File: config.mk
export PLATFORM = sky130hd
export DESIGN_NAME = timer_set
export DESIGN_NICKNAME = d
export VERILOG_FILES = /design/src/timer_set_pkg.sv /design/src/tick_if.sv /design/src/tick_gen.sv /design/src/timer_set.sv
export SDC_FILE = /design/constraint.sdc
export NUM_CORES = 1
export LEC_CHECK = 0
export BUFFER_PORTS_ARGS = -buffer_cell sky130_fd_sc_hd__buf_4
export CORE_UTILIZATION = 47
export CTS_CLUSTER_DIAMETER = 150
export CTS_CLUSTER_SIZE = 25
export DETAILED_ROUTE_END_ITERATION = 7
export GPL_TIMING_DRIVEN = 0
export PLACE_DENSITY = 0.73
export REMOVE_ABC_BUFFERS = 1
export SKIP_CTS_REPAIR_TIMING = 1
export SLEW_MARGIN = 20
export SYNTH_ARGS = -nofsm -noshare
export SYNTH_HDL_FRONTEND = slang
export SYNTH_SLANG_ARGS = --single-unit
File: constraint.sdc
create_clock -name clock_i -period 6.9 [get_ports clock_i]
set_input_delay 0.69 -clock clock_i [delete_from_list [all_inputs] [get_ports clock_i]]
set_output_delay 0.69 -clock clock_i [all_outputs]
set_load 0.02 [all_outputs]
File: src/timer_set_pkg.sv
`default_nettype none
package timer_set_pkg;
  // count source codes for the classic pair
  localparam logic [2:0] SRC_SYS = 3'h0;
  localparam logic [2:0] SRC_DIV12 = 3'h1;
  localparam logic [2:0] SRC_DIV4 = 3'h2;
  localparam logic [2:0] SRC_DIV48 = 3'h3;
  localparam logic [2:0] SRC_EXT8 = 3'h4;
  localparam logic [2:0] SRC_PIN = 3'h5;
  localparam logic [2:0] SRC_LFO8 = 3'h6;
  localparam int DIV12_CNT = 12;
  localparam int DIV4_CNT = 4;
  localparam int DIV48_CNT = 48;
  localparam int EXT_DIV = 8;
  localparam int LFO_DIV = 8;
  localparam logic [15:0] COUNT_RST = 16'h0000;
  localparam logic [12:0] MODE1_MAX = 13'h1FFF;
  localparam logic [7:0] BYTE_MAX = 8'hFF;
  localparam logic [15:0] WORD_MAX = 16'hFFFF;
  // capture source codes for timers 2..4
  localparam logic [1:0] CAP_PIN = 2'h0;
  localparam logic [1:0] CAP_LFO = 2'h1;
  localparam logic [1:0] CAP_CMP0 = 2'h2;
  localparam logic [1:0] CAP_SOF = 2'h3;
  typedef enum logic [1:0] {
    MODE_13BIT = 2'b00,
    MODE_16BIT = 2'b01,
    MODE_RELOAD8 = 2'b10,
    MODE_DUAL8 = 2'b11
  } classic_mode_t;
endpackage
`default_nettype wire

File: src/tick_if.sv
`default_nettype none
interface tick_if;
  logic sys;
  logic div12;
  logic div4;
  logic div48;
  logic ext8;
  logic lfo8;
  logic pin_t0;
  logic pin_t1;
  modport gen (output sys, div12, div4, div48, ext8, lfo8, pin_t0, pin_t1);
  modport use_side (input sys, div12, div4, div48, ext8, lfo8, pin_t0, pin_t1);
endinterface
`default_nettype wire

File: src/tick_gen.sv
`default_nettype none
module tick_gen
  import timer_set_pkg::*;
(
  input wire logic clock_i,
  input wire logic srst_i,
  input wire logic ext_clk_i,
  input wire logic lfo_clk_i,
  input wire logic pin_t0_i,
  input wire logic pin_t1_i,
  tick_if.gen tk
);
  logic [5:0] c12_q, c4_q, c48_q;
  logic [2:0] e_q, l_q;
  logic ext_q, lfo_q, p0_q, p1_q;
  wire ext_rise = ext_clk_i & ~ext_q;
  wire lfo_rise = lfo_clk_i & ~lfo_q;
  assign tk.sys = 1'b1;
  assign tk.div12 = (c12_q == 6'(DIV12_CNT - 1));
  assign tk.div4 = (c4_q == 6'(DIV4_CNT - 1));
  assign tk.div48 = (c48_q == 6'(DIV48_CNT - 1));
  assign tk.ext8 = ext_rise & (e_q == 3'(EXT_DIV - 1));
  assign tk.lfo8 = lfo_rise & (l_q == 3'(LFO_DIV - 1));
  // pin counts on falling transition, as the classic pair does
  assign tk.pin_t0 = p0_q & ~pin_t0_i;
  assign tk.pin_t1 = p1_q & ~pin_t1_i;
  always_ff @(posedge clock_i) begin
    if (srst_i) begin
      c12_q <= 6'h00; c4_q <= 6'h00; c48_q <= 6'h00; e_q <= 3'h0; l_q <= 3'h0;
      ext_q <= 1'b0; lfo_q <= 1'b0; p0_q <= 1'b0; p1_q <= 1'b0;
    end else begin
      c12_q <= tk.div12 ? 6'h00 : c12_q + 6'h01;
      c4_q <= tk.div4 ? 6'h00 : c4_q + 6'h01;
      c48_q <= tk.div48 ? 6'h00 : c48_q + 6'h01;
      if (ext_rise) e_q <= e_q + 3'h1;
      if (lfo_rise) l_q <= l_q + 3'h1;
      ext_q <= ext_clk_i; lfo_q <= lfo_clk_i; p0_q <= pin_t0_i; p1_q <= pin_t1_i;
    end
  end
endmodule
`default_nettype wire

File: src/timer_set.sv
// Contract
// - five timers, two classic 16-bit ones
// - overflow raises a periodic request flag
// - four modes per classic timer
// - classic source: clock, /12, /4, /48, ext/8, pin; the code also lets them count low-freq /8
// - reload 8-bit, 13-bit and 16-bit modes
// - dual 8-bit only on timer 0
// - timers 2-4 clock, /12 or ext/8; the code also lets them count /4 and /48
// - timers 3,4 may count low-freq /8
// - timer 4 event drives wake output
// - timer 4 chains from timer 3
// - timers 2-4 16-bit auto reload
// - timers 2-4 split 8-bit reload
// - capture on pin, lfo, cmp0, sof
`default_nettype none
module timer_set
  import timer_set_pkg::*;
(
  input wire logic clock_i,
  input wire logic srst_i,
  input wire logic ext_clk_i,
  input wire logic lfo_clk_i,
  input wire logic pin_t0_i,
  input wire logic pin_t1_i,
  input wire logic [1:0] run_c_i,
  input wire logic run_t0_hi_i,
  input wire logic [1:0][1:0] mode_c_i,
  input wire logic [1:0][2:0] src_c_i,
  input wire logic [1:0] load_c_i,
  input wire logic [1:0][15:0] load_val_c_i,
  input wire logic [2:0] run_n_i,
  input wire logic [2:0] split_n_i,
  input wire logic [2:0][2:0] src_n_i,
  input wire logic [2:0][15:0] reload_n_i,
  input wire logic [2:0] load_n_i,
  input wire logic [2:0] cap_en_n_i,
  input wire logic [2:0][1:0] cap_sel_n_i,
  input wire logic [2:0] cap_pin_i,
  input wire logic cmp0_i,
  input wire logic sof_i,
  input wire logic chain_i,
  input wire logic [5:0] flag_clr_i,
  output logic [1:0][15:0] count_c_o,
  output logic [2:0][15:0] count_n_o,
  output logic [2:0][15:0] capture_n_o,
  output logic [5:0] ovf_flag_o,
  output logic [2:0] low_flag_o,
  output logic [2:0] cap_flag_o,
  output logic wake_o
);
  tick_if tk();
  tick_gen u_tick (
    .clock_i(clock_i), .srst_i(srst_i), .ext_clk_i(ext_clk_i), .lfo_clk_i(lfo_clk_i),
    .pin_t0_i(pin_t0_i), .pin_t1_i(pin_t1_i), .tk(tk)
  );
  function automatic logic pick(input logic [2:0] s, input logic pin);
    unique case (s)
      SRC_SYS: pick = tk.sys;
      SRC_DIV12: pick = tk.div12;
      SRC_DIV4: pick = tk.div4;
      SRC_DIV48: pick = tk.div48;
      SRC_EXT8: pick = tk.ext8;
      SRC_PIN: pick = pin;
      SRC_LFO8: pick = tk.lfo8;
      default: pick = 1'b0;
    endcase
  endfunction
  // flags: ovf bits 0,1 classic, bit 2 classic t0 high byte, 3..5 timers 2..4
  logic [1:0][15:0] cc_q, cc_d;
  logic [2:0][15:0] nc_q, nc_d, cap_q;
  logic [5:0] ovf_q, ovf_set;
  logic [2:0] low_q, low_set, cap_f_q, cap_set;
  logic [2:0] lfo_q;
  logic [2:0] lfo_rise_n;
  logic [2:0][3:0] cap_v;
  genvar g;
  generate
    for (g = 0; g < 2; g++) begin : g_classic
      wire tick = run_c_i[g] & pick(src_c_i[g], g == 0 ? tk.pin_t0 : tk.pin_t1);
      wire dual = (g == 0) && (mode_c_i[g] == MODE_DUAL8);
      wire [12:0] c13 = {cc_q[g][15:8], cc_q[g][4:0]};
      logic [15:0] nx;
      logic ov;
      always_comb begin
        nx = cc_q[g];
        ov = 1'b0;
        if (tick) begin
          unique case (mode_c_i[g])
            MODE_13BIT: begin
              ov = (c13 == MODE1_MAX);
              nx = {cc_q[g][15:8] + {7'h00, cc_q[g][4:0] == 5'h1F}, cc_q[g][7:5],
                    cc_q[g][4:0] + 5'h01};
            end
            MODE_16BIT: begin
              ov = (cc_q[g] == WORD_MAX);
              nx = cc_q[g] + 16'h0001;
            end
            MODE_RELOAD8: begin
              ov = (cc_q[g][7:0] == BYTE_MAX);
              nx = {cc_q[g][15:8], ov ? cc_q[g][15:8] : cc_q[g][7:0] + 8'h01};
            end
            MODE_DUAL8: begin
              // timer 1 holds in this mode
              ov = (g == 0) && (cc_q[g][7:0] == BYTE_MAX);
              nx = (g == 0) ? {cc_q[g][15:8], cc_q[g][7:0] + 8'h01} : cc_q[g];
            end
          endcase
        end
        // high byte counts the system clock /12 on its own run bit
        if (dual && run_t0_hi_i && tk.div12) nx[15:8] = cc_q[g][15:8] + 8'h01;
        if (load_c_i[g]) nx = load_val_c_i[g];
      end
      assign cc_d[g] = nx;
      assign ovf_set[g] = ov;
    end
    for (g = 0; g < 3; g++) begin : g_new
      // only timers 3 and 4 may use the slow source
      wire [2:0] s = (g == 0 && src_n_i[g] == SRC_LFO8) ? SRC_SYS : src_n_i[g];
      wire base = pick(s, 1'b0);
      // timer 4 steps on timer 3 overflow when chained
      wire tick = run_n_i[g] & ((g == 2 && chain_i) ? ovf_set[4] : base);
      wire lo_ov = tick & (nc_q[g][7:0] == BYTE_MAX);
      wire hi_ov = tick & (nc_q[g][15:8] == BYTE_MAX);
      wire w_ov = tick & (nc_q[g] == WORD_MAX);
      logic [15:0] nx;
      always_comb begin
        nx = nc_q[g];
        if (tick && split_n_i[g]) begin
          // each half reloads from its own byte
          nx[7:0] = lo_ov ? reload_n_i[g][7:0] : nc_q[g][7:0] + 8'h01;
          nx[15:8] = hi_ov ? reload_n_i[g][15:8] : nc_q[g][15:8] + 8'h01;
        end else if (tick) begin
          nx = w_ov ? reload_n_i[g] : nc_q[g] + 16'h0001;
        end
        if (load_n_i[g]) nx = reload_n_i[g];
      end
      assign nc_d[g] = nx;
      assign ovf_set[g + 3] = split_n_i[g] ? hi_ov : w_ov;
      assign low_set[g] = split_n_i[g] & lo_ov;
      assign lfo_rise_n[g] = tk.lfo8;
      assign cap_v[g] = {sof_i, cmp0_i, lfo_rise_n[g], cap_pin_i[g] & ~lfo_q[g]};
      assign cap_set[g] = cap_en_n_i[g] & cap_v[g][cap_sel_n_i[g]];
    end
  endgenerate
  assign ovf_set[2] = (mode_c_i[0] == MODE_DUAL8) & run_t0_hi_i & tk.div12 &
                      (cc_q[0][15:8] == BYTE_MAX);
  always_ff @(posedge clock_i) begin
    if (srst_i) begin
      cc_q <= '0; nc_q <= '0; cap_q <= '0;
      ovf_q <= 6'h00; low_q <= 3'h0; cap_f_q <= 3'h0; lfo_q <= 3'h0;
    end else begin
      cc_q <= cc_d;
      nc_q <= nc_d;
      lfo_q <= cap_pin_i;
      for (int i = 0; i < 3; i++) begin
        if (cap_set[i]) cap_q[i] <= nc_q[i];
      end
      ovf_q <= (ovf_q & ~flag_clr_i) | ovf_set;
      low_q <= (low_q & ~flag_clr_i[5:3]) | low_set;
      cap_f_q <= (cap_f_q & ~flag_clr_i[5:3]) | cap_set;
    end
  end
  assign count_c_o = cc_q;
  assign count_n_o = nc_q;
  assign capture_n_o = cap_q;
  assign ovf_flag_o = ovf_q;
  assign low_flag_o = low_q;
  assign cap_flag_o = cap_f_q;
  // wake while timer 4 event pending
  assign wake_o = ovf_q[5] | cap_f_q[2];

  a_flag_sticky: assert property (@(posedge clock_i) disable iff (srst_i)
    ovf_set[3] |=> ovf_flag_o[3]) else $error("overflow flag not set");
  a_word_reload: assert property (@(posedge clock_i) disable iff (srst_i)
    (ovf_set[3] && !split_n_i[0] && !load_n_i[0]) |=> count_n_o[0] == $past(reload_n_i[0]))
    else $error("reload missed");
  a_wake_follows: assert property (@(posedge clock_i) disable iff (srst_i)
    ovf_set[5] |=> wake_o) else $error("no wake");
  a_chain_step: assert property (@(posedge clock_i) disable iff (srst_i)
    (chain_i && run_n_i[2] && !ovf_set[4] && !load_n_i[2]) |=> $stable(count_n_o[2]))
    else $error("chain stepped");
  a_mode_16: assert property (@(posedge clock_i) disable iff (srst_i)
    (run_c_i[1] && mode_c_i[1] == MODE_16BIT && src_c_i[1] == SRC_SYS && !load_c_i[1])
    |=> count_c_o[1] == $past(count_c_o[1]) + 16'h0001) else $error("16-bit step");
  a_t1_dual_hold: assert property (@(posedge clock_i) disable iff (srst_i)
    (mode_c_i[1] == MODE_DUAL8 && !load_c_i[1]) |=> $stable(count_c_o[1]))
    else $error("timer 1 moved");
  a_cap_take: assert property (@(posedge clock_i) disable iff (srst_i)
    cap_set[1] |=> capture_n_o[1] == $past(count_n_o[1])) else $error("capture");
  a_split_low: assert property (@(posedge clock_i) disable iff (srst_i)
    (low_set[0] && !load_n_i[0]) |=> count_n_o[0][7:0] == $past(reload_n_i[0][7:0]))
    else $error("low reload");
  a_split_high: assert property (@(posedge clock_i) disable iff (srst_i)
    (ovf_set[4] && split_n_i[1] && !load_n_i[1])
    |=> count_n_o[1][15:8] == $past(reload_n_i[1][15:8])) else $error("high reload");
  a_byte_reload: assert property (@(posedge clock_i) disable iff (srst_i)
    (ovf_set[0] && mode_c_i[0] == MODE_RELOAD8 && !load_c_i[0])
    |=> count_c_o[0][7:0] == $past(count_c_o[0][15:8])) else $error("8-bit reload");
  a_t0_hi_wrap: assert property (@(posedge clock_i) disable iff (srst_i)
    (ovf_set[2] && !load_c_i[0]) |=> count_c_o[0][15:8] == 8'h00)
    else $error("high byte wrap");
  a_cap_flag: assert property (@(posedge clock_i) disable iff (srst_i)
    cap_set[2] |=> cap_flag_o[2] && wake_o) else $error("capture flag");
endmodule
`default_nettype wire

==> impl_metrics.toml <==
[synth]
async_flop_share = 0
ys_seq_area_frac = 0.338
netlist_area_mm2 = 0.0101
syn_inst = 1281
syn_avg_cell_area_um2 = 7.91
synth-edff-count = 0
yosys.area.top_type = "dfxtp_1"
ys_seq_elements = 171
yosys_warnings = 0
synth_flop_cell = "dfxtp_1"
yosys.area.top_type_share = 0.338
yosysUniqueCellTypes = 78
synth_area_leaders = "dfxtp_1, mux2i_1, nor2_1, o21ai_0, a21oi_1"

[worst_setup_path]
cp-end-kind = "flop"
arrival_ps = 3930
crit_fanout = 16
cp_data_required_time_ps = 7240
critPathLaunchType = "flop"
critPathKind = "flop to flop"

[placed_design]
placed_area_mm2 = 0.0124
io_buffers = 280
place_congestion = 0.939
hpwl_um = 22900

[global_routing]
grt_overflow = 0
track_usage = 0.276
antenna_found_initial = 1
grt_pass1_vias = 9475
grt_pass1_wl_um = 49200
grt_max_degree = 81

[sta]
layout_min_cycle_time_ps = 3590
skew_ps = 16.1
slew-limit-headroom = 0.267
max_freq_mhz = 279
min_period_over_period = 0.520
final.setup.tns_ps = 0
slew_viol_final = 0
tightest_slew_ps = 1100
hold_violations = 0
rsz0062_at_grt = "false"
setup_viol = 0

[cts]
numCtsBuffers = 17
clk_latency_ps = 430
clk_path_buf_depth = 2
cts-root-buf = "clkbuf_16"
cts.sinks = 171
clk_pin_slew_ps = 70
cts_tree = "built"
htreeDepth = 4

[detailed_routing]
drt_iter0_markers = 675
ant_nets = 0
num_vias = 10657
wl_um = 31300
drc_errors = 0
drt_pass1_iterations = 5
wire_per_inst_um = 17.4
routed_via_density = 5.92

[status]
status = "finished, final reports clean"

[power_and_ir_drop]
power_density_mw_per_mm2 = 198
total_leakage_power_nw = 5.50
p_total_mw = 2.58
ir_drop_uv = 149

[floorplan]
fp.dieW_um = 149
dieArea_mm2 = 0.0221
core_mm2 = 0.0211
die_height_um = 149
ios = 281
initial_utilization = 0.480
rows = 53

[final_layout]
antenna_cells = 0
num-nets-final = 1679
layout-drive-gt1-share = 0.228
syn_to_final_growth_pct = 28.4
layout_common_cells = "buf_4, dfxtp_1, nor2_1"
final_common_cell = "buf_4"
final_area_mm2 = 0.0130

[flow_run]
cap_viol_max_count = 0

[min_path]
hp-class = "flop to flop"
[worst max-delay path: stages, from the launching register on]
cell      delay [ps]
dfxtp_1          350
ha_1             170
ha_1             160
and3b_1          370
a21oi_1          140
or3_1            540
a211oi_4         730
nor2_2           230
or4b_1           590
a211oi_1         230
[registers in the layout, indices dropped and copies added, names as in the netlist, 6 cells and up]
register	flops
count_c_o	32
u_tick.c12_q	6
capture_n_o	48
u_tick.c4_q	6
ovf_flag_o	6
u_tick.c48_q	6
count_n_o	48
[final timing paths]
path	from	to	depth (start not counted)	slack, ps
setup reg to reg	u_tick.l_q[0]	count_n_o[46]	9	3310
setup / recovery	u_tick.l_q[0]	count_n_o[46]	9	3310
hold reg to reg	u_tick.c12_q[0]	u_tick.c12_q[0]	1	460
hold / removal	u_tick.c12_q[0]	u_tick.c12_q[0]	1	460
[synthesized netlist by cell type, types with 6 or more instances]
cell type / instances
a21o_1: 8
nand2_1: 95
o31ai_1: 9
o221ai_1: 8
and4_1: 6
o21ai_0: 97
and3_1: 24
xnor2_1: 18
inv_1: 38
a221oi_1: 11
nand2b_1: 14
buf_2: 6
a21oi_1: 92
o32ai_1: 6
xor2_1: 21
mux2i_1: 62
ha_1: 27
nand3_1: 56
and2_1: 6
o22ai_1: 13
a31oi_1: 19
a32oi_1: 10
a22oi_1: 8
o221a_2: 8
a211oi_1: 15
nand4_1: 13
o211ai_1: 11
a2bb2oi_1: 6
or3_1: 11
clkbuf_1: 61
nor2b_1: 22
nor2_1: 158
nor3_1: 44
or2_2: 9
dfxtp_1: 171
[where the power goes]
group / total [mW] / switching (mW) / internal, mW / leakage, nW
combinational: 0.447 / 0.240 / 0.207 / 3.80
sequential: 1.11 / 0.0753 / 1.04 / 1.40
clock: 1.02 / 0.438 / 0.580 / 0.293
total: 2.58 / 0.754 / 1.82 / 5.50
[per-layer routing]
layer / part of all wire / track usage / vias up
met5: 0.00041 / 0 / -
met4: 0.019 / 0.0903 / 2
met2: 0.47 / 0.444 / 445
met3: 0.077 / 0.0459 / 40
met1: 0.44 / 0.373 / 4979
li1: - / - / 5191
[area by class of cell]
class / instances / area [µm²]
Fill cell: 1904 / 8090
Tap cell: 275 / 344
Sequential cell: 171 / 3420
Multi-Input combinational cell: 999 / 6300
Clock inverter: 13 / 183
Clock buffer: 18 / 429
Inverter: 40 / 150
Timing Repair Buffer: 283 / 2170
[stage by stage]
stage | setup slack [ps] | hold WS, ps | instances | utilization
finish | 3310 | 458 | 1799 | 0.617
global placement | 2900 | 438 | 1765 | 0.583
detailed placement | 3240 | 450 | 1768 | 0.587
global route | 3100 | 485 | 1799 | 0.617
floorplan | 3950 | 420 | 1210 | -
CTS | 3330 | 461 | 1799 | 0.616
[logic make-up (layout without fill, tap and decap cells)]
family	Yosys count	count (layout)	share of synthesized area
adder cells (fa/ha/maj)	27	27	0.0334
XOR/XNOR	39	39	0.0337
multiplexers	66	66	0.0691
AO/OA/AOI/OAI	382	382	0.252
buffers and inverters	111	354	0.0419
AND/OR/NAND/NOR	485	485	0.232
flip-flops	171	171	0.338
Power figures use the tool's default switching activity.
